### src/shared/indicator_pkg.sv
// Constants, register layout and state carriers for the message indicator sequencer
package indicator_pkg;

   // Register byte addresses (word aligned)
   localparam logic [3:0] ADDR_LEVEL_RAMP = 4'h0;
   localparam logic [3:0] ADDR_BLANK_PULSE = 4'h4;
   localparam logic [3:0] ADDR_CONTROL = 4'h8;
   localparam logic [3:0] ADDR_STATUS = 4'hC;

   // Reset values
   localparam logic [7:0] LEVEL_RAMP_RESET = 8'h00;
   localparam logic [7:0] BLANK_PULSE_RESET = 8'h00;

   // Field positions
   localparam int RAMP_MSB = 7;
   localparam int RAMP_LSB = 6;
   localparam int COUNT_MSB = 5;
   localparam int COUNT_LSB = 3;
   localparam int LEVEL_MSB = 2;
   localparam int LEVEL_LSB = 0;
   localparam int BLANK_MSB = 7;
   localparam int BLANK_LSB = 4;
   localparam int PULSE_MSB = 3;
   localparam int PULSE_LSB = 0;

   // Clock rate and timing units
   localparam longint CLK_HZ = 25_000_000;
   localparam longint RAMP_UNIT_MS = 156;
   localparam longint PULSE_UNIT_MS = 32;
   localparam longint RAMP_UNIT_CYCLES = RAMP_UNIT_MS * CLK_HZ / 1000;
   localparam longint PULSE_UNIT_CYCLES = PULSE_UNIT_MS * CLK_HZ / 1000;

   // Current step in microamps, one step per code plus one
   localparam int CURRENT_STEP_UA = 2250;

   // Sequencer phases
   typedef enum logic [2:0] {
      PH_IDLE,
      PH_RAMP_UP,
      PH_PULSE_HIGH,
      PH_RAMP_DOWN,
      PH_PULSE_LOW,
      PH_BLANK
   } phase_e;

   // Whole state of the sequencer
   typedef struct packed {
      logic [7:0] level_ramp_reg;
      logic [7:0] blank_pulse_reg;
      logic enable_reg;
      logic ack_reg;
      logic [31:0] rdata_reg;
      phase_e phase_reg;
      logic [2:0] period_reg;
      logic [3:0] blank_reg;
      logic [7:0] led_level_reg;
      logic led_on_reg;
   } seq_state_s;

   // Current source drive
   typedef struct packed {
      logic on;
      logic [7:0] level;
   } led_drive_s;

endpackage

### src/hdl/interval_timer.sv
// Down counter that measures one interval of a given length in cycles
`timescale 1ns/10ps
`default_nettype none
module interval_timer #(
   parameter int WIDTH = 32
) (
   input wire logic clk_sys,
   input wire logic reset,
   input wire logic load,
   input wire logic [WIDTH-1:0] length,
   output logic done
);
   logic [WIDTH-1:0] count_reg; // Cycles left
   logic [WIDTH-1:0] count_next;

   // Load on request, otherwise count down to zero
   always_comb begin
      count_next = count_reg;
      if (load) begin
         count_next = length;
      end else if (count_reg != '0) begin
         count_next = count_reg - 1'b1;
      end
   end

   // Count register
   always_ff @(posedge clk_sys or posedge reset) begin
      if (reset) begin
         count_reg <= '0;
      end else begin
         count_reg <= count_next;
      end
   end

   // Last cycle of the interval; load stays out of it, as the user derives load from done
   assign done = (count_reg == {{(WIDTH-1){1'b0}}, 1'b1});
endmodule
`default_nettype wire

### src/hdl/message_indicator_sequencer.sv
// Message indicator pattern sequencer with a classic Wishbone register slave
`timescale 1ns/10ps
`default_nettype none
// What this block does
// RULE1: Current code steps 2.25 mA, reset 000
// RULE2: Ramp time 156, 312 or 624 ms
// RULE3: Cycle twice ramp plus pulse; blank multiplies
// RULE4: Blink register: blank multiplier, pulse time
// RULE5: Indicator register: ramp, periods, current code
// RULE6: Repeat burst then blank while enabled
module message_indicator_sequencer
   import indicator_pkg::*;
#(
   parameter int TW = 32,
   parameter logic [TW-1:0] RAMP_UNIT = TW'(RAMP_UNIT_CYCLES),
   parameter logic [TW-1:0] PULSE_UNIT = TW'(PULSE_UNIT_CYCLES)
) (
   input wire logic clk_sys,
   input wire logic reset,
   input wire logic wb_cyc_i,
   input wire logic wb_stb_i,
   input wire logic wb_we_i,
   input wire logic [3:0] wb_adr_i,
   input wire logic [3:0] wb_sel_i,
   input wire logic [31:0] wb_dat_i,
   output logic [31:0] wb_dat_o,
   output logic wb_ack_o,
   output logic led_on,
   output logic [7:0] led_level,
   output logic [2:0] indicator_current_code
);
   seq_state_s s_reg; // Registered state
   seq_state_s s_next; // Next state
   logic tmr_load; // Start a new interval
   logic [TW-1:0] tmr_len; // Interval length in cycles
   logic tmr_done; // Interval ends this cycle
   logic bus_req; // New bus access
   logic [1:0] ramp_code; // Ramp field
   logic [2:0] count_code; // Period count field
   logic [3:0] pulse_code; // Pulse field
   logic [3:0] blank_code; // Blank multiplier field
   logic [TW-1:0] ramp_len; // Ramp time in cycles
   logic [TW-1:0] pulse_len; // Pulse time in cycles
   logic [TW-1:0] blank_len; // Blank time in cycles
   logic pattern_ok; // Pattern has a nonzero burst
   led_drive_s drive; // Drive bundle

   // Fields of the two pattern registers
   // RULE5: indicator field split
   assign ramp_code = s_reg.level_ramp_reg[RAMP_MSB:RAMP_LSB];
   assign count_code = s_reg.level_ramp_reg[COUNT_MSB:COUNT_LSB];
   // RULE4: blink field split
   assign pulse_code = s_reg.blank_pulse_reg[PULSE_MSB:PULSE_LSB];
   assign blank_code = s_reg.blank_pulse_reg[BLANK_MSB:BLANK_LSB];

   // Ramp length: 156 ms doubled per code step, zero for code 00
   // RULE2: ramp time decode
   always_comb begin
      unique case (ramp_code)
         2'h0: ramp_len = '0;
         2'h1: ramp_len = RAMP_UNIT;
         2'h2: ramp_len = TW'(RAMP_UNIT << 1);
         2'h3: ramp_len = TW'(RAMP_UNIT << 2);
      endcase
   end

   // Pulse length is 32 ms per code step
   // RULE4: pulse time scaling
   assign pulse_len = TW'(PULSE_UNIT * pulse_code);

   // Blank time: one full active burst per multiplier step
   // RULE3: blank equals active times multiplier
   assign blank_len = TW'((TW'(ramp_len << 1) + TW'(pulse_len << 1)) * count_code);

   // A burst needs periods and a nonzero cycle
   assign pattern_ok = (count_code != 3'h0) && ((ramp_len != '0) || (pulse_len != '0));

   assign bus_req = wb_cyc_i && wb_stb_i && !s_reg.ack_reg;

   // Next state: bus slave and sequencer
   always_comb begin
      s_next = s_reg;
      tmr_load = 1'b0;
      tmr_len = '0;
      s_next.ack_reg = bus_req;
      // Register writes honour the low byte lane
      if (bus_req && wb_we_i && wb_sel_i[0]) begin
         unique case (wb_adr_i)
            ADDR_LEVEL_RAMP: s_next.level_ramp_reg = wb_dat_i[7:0];
            ADDR_BLANK_PULSE: s_next.blank_pulse_reg = wb_dat_i[7:0];
            ADDR_CONTROL: s_next.enable_reg = wb_dat_i[0];
            default: ;
         endcase
      end
      // Read data, unmapped reads return zero
      s_next.rdata_reg = '0;
      if (bus_req && !wb_we_i) begin
         unique case (wb_adr_i)
            ADDR_LEVEL_RAMP: s_next.rdata_reg = {24'h000000, s_reg.level_ramp_reg};
            ADDR_BLANK_PULSE: s_next.rdata_reg = {24'h000000, s_reg.blank_pulse_reg};
            ADDR_CONTROL: s_next.rdata_reg = {31'h00000000, s_reg.enable_reg};
            ADDR_STATUS: s_next.rdata_reg = {24'h000000, s_reg.led_on_reg, s_reg.phase_reg,
                                             1'b0, s_reg.period_reg};
            default: s_next.rdata_reg = '0;
         endcase
      end
      // Phase sequencing
      unique case (s_reg.phase_reg)
         PH_IDLE: begin
            s_next.led_level_reg = '0;
            s_next.led_on_reg = 1'b0;
            // RULE6: start a burst once enabled
            if (s_reg.enable_reg && pattern_ok) begin
               s_next.phase_reg = PH_RAMP_UP;
               s_next.period_reg = count_code;
               tmr_load = 1'b1;
               tmr_len = (ramp_len != '0) ? ramp_len : {{(TW-1){1'b0}}, 1'b1};
            end
         end
         PH_RAMP_UP: begin
            s_next.led_on_reg = 1'b1;
            // Level climbs one step per cycle until it reaches the programmed code plus one
            if (s_reg.led_level_reg < {5'h00, s_reg.level_ramp_reg[LEVEL_MSB:LEVEL_LSB]} + 8'h01) begin
               s_next.led_level_reg = s_reg.led_level_reg + 8'h01;
            end
            // RULE3: ramp then pulse at full level
            if (tmr_done) begin
               // RULE1: pulse at programmed level, even after a zero ramp
               s_next.led_level_reg = {5'h00, s_reg.level_ramp_reg[LEVEL_MSB:LEVEL_LSB]} + 8'h01;
               s_next.phase_reg = PH_PULSE_HIGH;
               tmr_load = 1'b1;
               tmr_len = (pulse_len != '0) ? pulse_len : {{(TW-1){1'b0}}, 1'b1};
            end
         end
         PH_PULSE_HIGH: begin
            if (tmr_done) begin
               s_next.phase_reg = PH_RAMP_DOWN;
               tmr_load = 1'b1;
               tmr_len = (ramp_len != '0) ? ramp_len : {{(TW-1){1'b0}}, 1'b1};
            end
         end
         PH_RAMP_DOWN: begin
            if (s_reg.led_level_reg != 8'h00) begin
               s_next.led_level_reg = s_reg.led_level_reg - 8'h01;
            end
            if (tmr_done) begin
               s_next.led_level_reg = '0;
               s_next.led_on_reg = 1'b0;
               s_next.phase_reg = PH_PULSE_LOW;
               tmr_load = 1'b1;
               tmr_len = (pulse_len != '0) ? pulse_len : {{(TW-1){1'b0}}, 1'b1};
            end
         end
         PH_PULSE_LOW: begin
            // RULE3: count periods of the active burst
            if (tmr_done) begin
               s_next.period_reg = s_reg.period_reg - 3'h1;
               tmr_load = 1'b1;
               if (s_reg.period_reg != 3'h1) begin
                  s_next.phase_reg = PH_RAMP_UP;
                  tmr_len = (ramp_len != '0) ? ramp_len : {{(TW-1){1'b0}}, 1'b1};
               end else if (blank_code != 4'h0) begin
                  s_next.phase_reg = PH_BLANK;
                  s_next.blank_reg = blank_code;
                  tmr_len = blank_len;
               end else begin
                  s_next.phase_reg = PH_IDLE;
                  tmr_load = 1'b0;
               end
            end
         end
         PH_BLANK: begin
            // RULE6: blank spans multiplier bursts, then repeat
            if (tmr_done) begin
               s_next.blank_reg = s_reg.blank_reg - 4'h1;
               if (s_reg.blank_reg != 4'h1) begin
                  tmr_load = 1'b1;
                  tmr_len = blank_len;
               end else begin
                  s_next.phase_reg = PH_IDLE;
               end
            end
         end
         default: s_next.phase_reg = PH_IDLE;
      endcase
      // Disabling drops the LED at once
      if (!s_reg.enable_reg) begin
         s_next.phase_reg = PH_IDLE;
         s_next.led_on_reg = 1'b0;
         s_next.led_level_reg = '0;
      end
   end

   // State register
   always_ff @(posedge clk_sys or posedge reset) begin
      if (reset) begin
         s_reg <= '{level_ramp_reg: LEVEL_RAMP_RESET, blank_pulse_reg: BLANK_PULSE_RESET,
                    enable_reg: 1'b0, ack_reg: 1'b0, rdata_reg: '0, phase_reg: PH_IDLE,
                    period_reg: 3'h0, blank_reg: 4'h0, led_level_reg: 8'h00, led_on_reg: 1'b0};
      end else begin
         s_reg <= s_next;
      end
   end

   // Interval timer shared by all phases
   interval_timer #(.WIDTH(TW)) u_timer (
      .clk_sys(clk_sys),
      .reset(reset),
      .load(tmr_load),
      .length(tmr_len),
      .done(tmr_done)
   );

   // Drive outputs; level is in 2.25 mA steps (1 step = code 000)
   // RULE1: current code to level steps
   assign drive.on = s_reg.led_on_reg;
   assign drive.level = s_reg.led_level_reg;
   assign led_on = drive.on;
   assign led_level = drive.level;
   assign indicator_current_code = s_reg.level_ramp_reg[LEVEL_MSB:LEVEL_LSB];
   assign wb_ack_o = s_reg.ack_reg;
   assign wb_dat_o = s_reg.rdata_reg;

   // Ack comes exactly one cycle after a fresh request
   a_bus_ack_timing: assert property (@(posedge clk_sys) disable iff (reset) // RULE5
      (wb_cyc_i && wb_stb_i && !wb_ack_o) |=> wb_ack_o)
      else $error("ack missing after request");

   // Level never exceeds the programmed code plus one
   a_level_bound: assert property (@(posedge clk_sys) disable iff (reset) // RULE1
      led_level <= {5'h00, indicator_current_code} + 8'h01)
      else $error("level above programmed current");

   // Reset value of current code
   a_current_reset: assert property (@(posedge clk_sys) // RULE1
      $fell(reset) |-> indicator_current_code == 3'h0)
      else $error("current code not zero after reset");

   // Blank phase keeps LED dark
   a_blank_dark: assert property (@(posedge clk_sys) disable iff (reset) // RULE3
      (s_reg.phase_reg == PH_BLANK) |-> !led_on)
      else $error("LED lit during blank");

   // Pulse high holds level steady
   a_pulse_steady: assert property (@(posedge clk_sys) disable iff (reset) // RULE2
      (s_reg.phase_reg == PH_PULSE_HIGH && $past(s_reg.phase_reg) == PH_PULSE_HIGH)
      |-> $stable(led_level))
      else $error("level moved during pulse");

   // Write of blink register lands next cycle
   a_blink_write: assert property (@(posedge clk_sys) disable iff (reset) // RULE4
      (bus_req && wb_we_i && wb_sel_i[0] && wb_adr_i == ADDR_BLANK_PULSE)
      |=> s_reg.blank_pulse_reg == $past(wb_dat_i[7:0]))
      else $error("blink register write lost");

   // Enabled with a valid pattern leaves idle next cycle
   a_burst_start: assert property (@(posedge clk_sys) disable iff (reset) // RULE6
      (s_reg.phase_reg == PH_IDLE && s_reg.enable_reg && pattern_ok && $stable(s_reg.enable_reg))
      |=> s_reg.phase_reg == PH_RAMP_UP || !s_reg.enable_reg)
      else $error("burst did not start");

   // Ramp down ends with LED off
   a_ramp_end_off: assert property (@(posedge clk_sys) disable iff (reset) // RULE3
      (s_reg.phase_reg == PH_RAMP_DOWN && tmr_done && s_reg.enable_reg) |=> !led_on && led_level == 8'h00)
      else $error("LED still on after ramp down");
endmodule
`default_nettype wire

### config.mk
export PLATFORM = sky130hd
export DESIGN_NAME = message_indicator_sequencer
export DESIGN_NICKNAME = d
export VERILOG_FILES = /design/src/shared/indicator_pkg.sv /design/src/hdl/interval_timer.sv /design/src/hdl/message_indicator_sequencer.sv
export SDC_FILE = /design/constraint.sdc
export NUM_CORES = 1
export LEC_CHECK = 0
export BUFFER_PORTS_ARGS = -buffer_cell sky130_fd_sc_hd__buf_4
export CORE_MARGIN = 4
export CORE_UTILIZATION = 55
export CTS_CLUSTER_SIZE = 25
export DETAILED_ROUTE_END_ITERATION = 8
export PLACE_DENSITY = 0.78
export RECOVER_POWER = 100
export SYNTH_ARGS = -nofsm -noshare
export SYNTH_HDL_FRONTEND = slang
export SYNTH_SLANG_ARGS = --single-unit
### constraint.sdc
create_clock -name clk_sys -period 5.5 [get_ports clk_sys]
set_input_delay 1.1 -clock clk_sys [delete_from_list [all_inputs] [get_ports clk_sys]]
set_output_delay 1.1 -clock clk_sys [all_outputs]
set_load 0.05 [all_outputs]
==> results.json <==
{
  "max-vdd-ir-drop_v": 0.000185,
  "route.detailed.drc": 0,
  "slowest_stage": "fa_1",
  "synthXorXnorAreaFrac_pct": 7.10,
  "worstMarginPinSlew_ns": 2.44,
  "maxCapViolCount": 2,
  "p_int_mw": 2.00,
  "viasPerCell": 6.04,
  "syn_area_sq_um": 8390,
  "status": "finished, violations left",
  "grt_pass1_wl_mm": 37.5,
  "die_h_um": 131,
  "yosysTopAreaCellShare_pct": 23.0,
  "io_pins": 90,
  "largest_register_ffs": 32,
  "slew_headroom_pct": -62.4,
  "synth_compound_area_share_pct": 18.8,
  "finalWirelength_mm": 23.4,
  "grt_max_degree": 47,
  "core_area_sq_um": 14800,
  "synth.distinct_cells": 83,
  "die_x_um": 131,
  "portBuffers": 38,
  "worstRegToRegCells": 25,
  "cts-root-buf": "clkbuf_16",
  "setup_viol": 1,
  "drt_pass1_iterations": 8,
  "path_buf_inv": 1,
  "grt_pass1_vias": 7640,
  "hp-class": "reg2reg",
  "clk_pin_slew_worst_paths_ns": 0.06,
  "synth-adder-area-share_pct": 16.0,
  "cts_buffers": 9,
  "synth_top_family_by_area": "simple AND/OR/NAND/NOR gates",
  "synth_edf_count": 0,
  "grtUsageTotal_pct": 26.1,
  "crit_path_end_kind": "register",
  "fmax_mhz": 181,
  "fin_cells": 1320,
  "area_growth_pct": 18.3,
  "drv_slew": 55,
  "dp_cells": 1293,
  "die-area_sq_um": 17300,
  "synthSimpleGateAreaFrac_pct": 22.7,
  "yosys_warnings": 0,
  "layout_setup_ws_ns": -0.0190,
  "violations": "capacitance limit, slew limit, setup timing",
  "fin_worst_skew_ns": 0.00486,
  "nets": 1272,
  "final_common_cell": "nand2_1",
  "period_share_pct": 100,
  "min_path_cells": 1,
  "synth_area_leader_cell": "dfrtp_1",
  "cp_max_fo": 5,
  "pwr-share-clk_pct": 16.2,
  "antenna_left": 0,
  "rsz0062_at_grt": "yes",
  "yosysSeqAreaShare_pct": 23.0,
  "layout_common_cells": "130 x nand2_1, 110 x buf_4, 82 x nor2_1",
  "row_count": 44,
  "p_seq_share_pct": 24.1,
  "grt_overflow": 0,
  "swShare_pct": 46.1,
  "ys_ff_latch": 77,
  "clock_latency_ns": 0.34,
  "cp_top_family": "compound AO/OA/AOI/OAI gates",
  "start_util_pct": 56.9,
  "fillers": 1178,
  "p_leak_nw": 4.68,
  "synth_top_flop_cell": "dfrtp_1",
  "drt_iter0_markers": 638,
  "crit_arrival_ns": 5.74,
  "cts_max_level": 3,
  "path_common_cell": "ha_4",
  "place_hpwl_mm": 17.5,
  "p_switching_mw": 1.71,
  "worstSetupPathType": "reg2reg",
  "vias": 7977,
  "min_period_ns": 5.52,
  "cts.sinks": 77,
  "pwr-share-comb_pct": 59.7,
  "startpoint_type": "register",
  "synthTopCellsByArea": "dfrtp_1 23%, ha_1 11%, nand2_1 5.9%, fa_1 4.8%, xnor2_1 4.6%",
  "async_flop_share_pct": 100,
  "wl_per_cell_um": 17.7,
  "clk_path_buf_depth": 2,
  "required_ns": 5.72,
  "syn_avg_cell_area_sq_um": 8.07,
  "finalPower_mw": 3.72,
  "gp_congestion": 0.993,
  "power_density_nw_per_um2": 374,
  "antenna_found_initial": 0,
  "cp_slowest_stage_delay_ns": 0.53,
  "hold_viol": 0,
  "tritoncts": "done",
  "worst-path-stages": 25,
  "syn_inst": 1040,
  "drive_gt1_share_pct": 19.5,
  "synthMuxAreaShare_pct": 3.98,
  "antennaDiodeCount": 0
}
[final timing paths]
check / startpoint / end / slack, ns
min in group asynchronous: reset / led_level[0] / 1.08
min: wb_ack_o / wb_ack_o / 0.46
min reg2reg: wb_ack_o / wb_ack_o / 0.46
max in group asynchronous: reset / pulse_code[1] / 1.39
max: pulse_code[1] / u_timer.count_reg[23] / -0.02
max reg2reg: pulse_code[1] / u_timer.count_reg[23] / -0.02
[synthesized netlist by cell type, types with 5 or more instances]
| cell type | n |
|---|---|
| a211o_1 | 5 |
| a211oi_1 | 11 |
| a21o_1 | 13 |
| a21oi_1 | 56 |
| a31oi_1 | 12 |
| and2_1 | 8 |
| and3_1 | 10 |
| buf_4 | 43 |
| clkbuf_1 | 29 |
| dfrtp_1 | 77 |
| fa_1 | 20 |
| ha_1 | 75 |
| inv_1 | 64 |
| mux2_2 | 17 |
| mux2i_1 | 12 |
| nand2_1 | 132 |
| nand2b_1 | 17 |
| nand3_1 | 26 |
| nand4_1 | 9 |
| nor2_1 | 83 |
| nor2b_1 | 14 |
| nor3_1 | 37 |
| nor3b_1 | 6 |
| nor4_1 | 10 |
| o211ai_1 | 10 |
| o21a_1 | 7 |
| o21ai_0 | 54 |
| o22ai_1 | 6 |
| o31ai_1 | 8 |
| or3_1 | 9 |
| xnor2_1 | 44 |
| xor2_1 | 24 |
[power groups by stage]
stage	clock (mW)	sequential, mW	combinational (mW)
2_1_floorplan	0	0.827	1.56
3_3_place_gp	0	0.890	2.00
3_5_place_dp	0	0.896	2.05
4_1_cts	0.604	0.889	2.16
5_1_grt	0.628	0.915	2.44
6_report	0.601	0.897	2.22
[area by class of cell]
type | count | area [sq um] | area share (%)
sequential | 77 | 1930 | 19.5
tap | 184 | 230 | 2.32
multi-input combinational | 842 | 6270 | 63.2
inverter | 64 | 241 | 2.43
clock buffer | 10 | 239 | 2.41
timing repair buffer | 138 | 950 | 9.57
clock inverter | 5 | 60.1 | 0.605
[worst register-to-register path, stage by stage (launching register included)]
cell       delay [ns]
dfrtp_2          0.48
ha_4             0.19
xor2_1           0.14
ha_2             0.16
a21o_1           0.18
ha_4             0.23
a211o_4          0.38
a2111oi_4        0.29
a211o_1          0.23
ha_4             0.23
o21a_1           0.13
nor2_4           0.14
a21oi_4          0.06
xor2_2           0.17
nand2_1          0.09
fa_1             0.53
inv_2            0.05
ha_4             0.24
and3_4           0.19
a221o_1          0.30
a21oi_2          0.16
o211ai_1         0.13
nand2_1          0.10
xor2_1           0.21
o22ai_1          0.13
a211o_1          0.27
[metal layers]
layer  vias up  track usage [%]  routed length, um
li1       3798                -                  -
met1      3828             34.5              10300
met2       293             43.1              11000
met3        58             4.70               1380
met4         0             9.16                651
met5         -                0                  0
[repair_timing]
| action | CTS | global route |
|---|---|---|
| hold buffers | 0 | 0 |
| pin swaps | 28 | 11 |
| endpoints found under the setup margin | 8 | 9 |
| resized for setup | 47 | 20 |
| setup buffers | 9 | 3 |
[per-stage QoR]
stage          TNS, ns  hold WS [ns]  setup slack (ns)  cell area, sq um  util, %
3_5_place_dp     -2.17         0.456            -0.357              9260     62.7
5_1_grt          -2.04         0.471            -0.316              9920     67.3
3_3_place_gp     -1.45         0.447            -0.285              9260     62.7
4_1_cts        -0.0197         0.463           -0.0196              9880     67.0
2_1_floorplan        0         0.472           0.00451              8550        -
6_report       -0.0190         0.459           -0.0190              9920     67.3
[cells by family after synthesis]
family / Yosys count
adder cells (fa/ha/maj): 95
AND/OR/NAND/NOR: 389
XOR/XNOR: 68
multiplexers: 30
other: 1
buffers and inverters: 144
AO/OA/AOI/OAI: 236
flip-flops: 77
No activity file was read; power rests on OpenSTA's default activity.
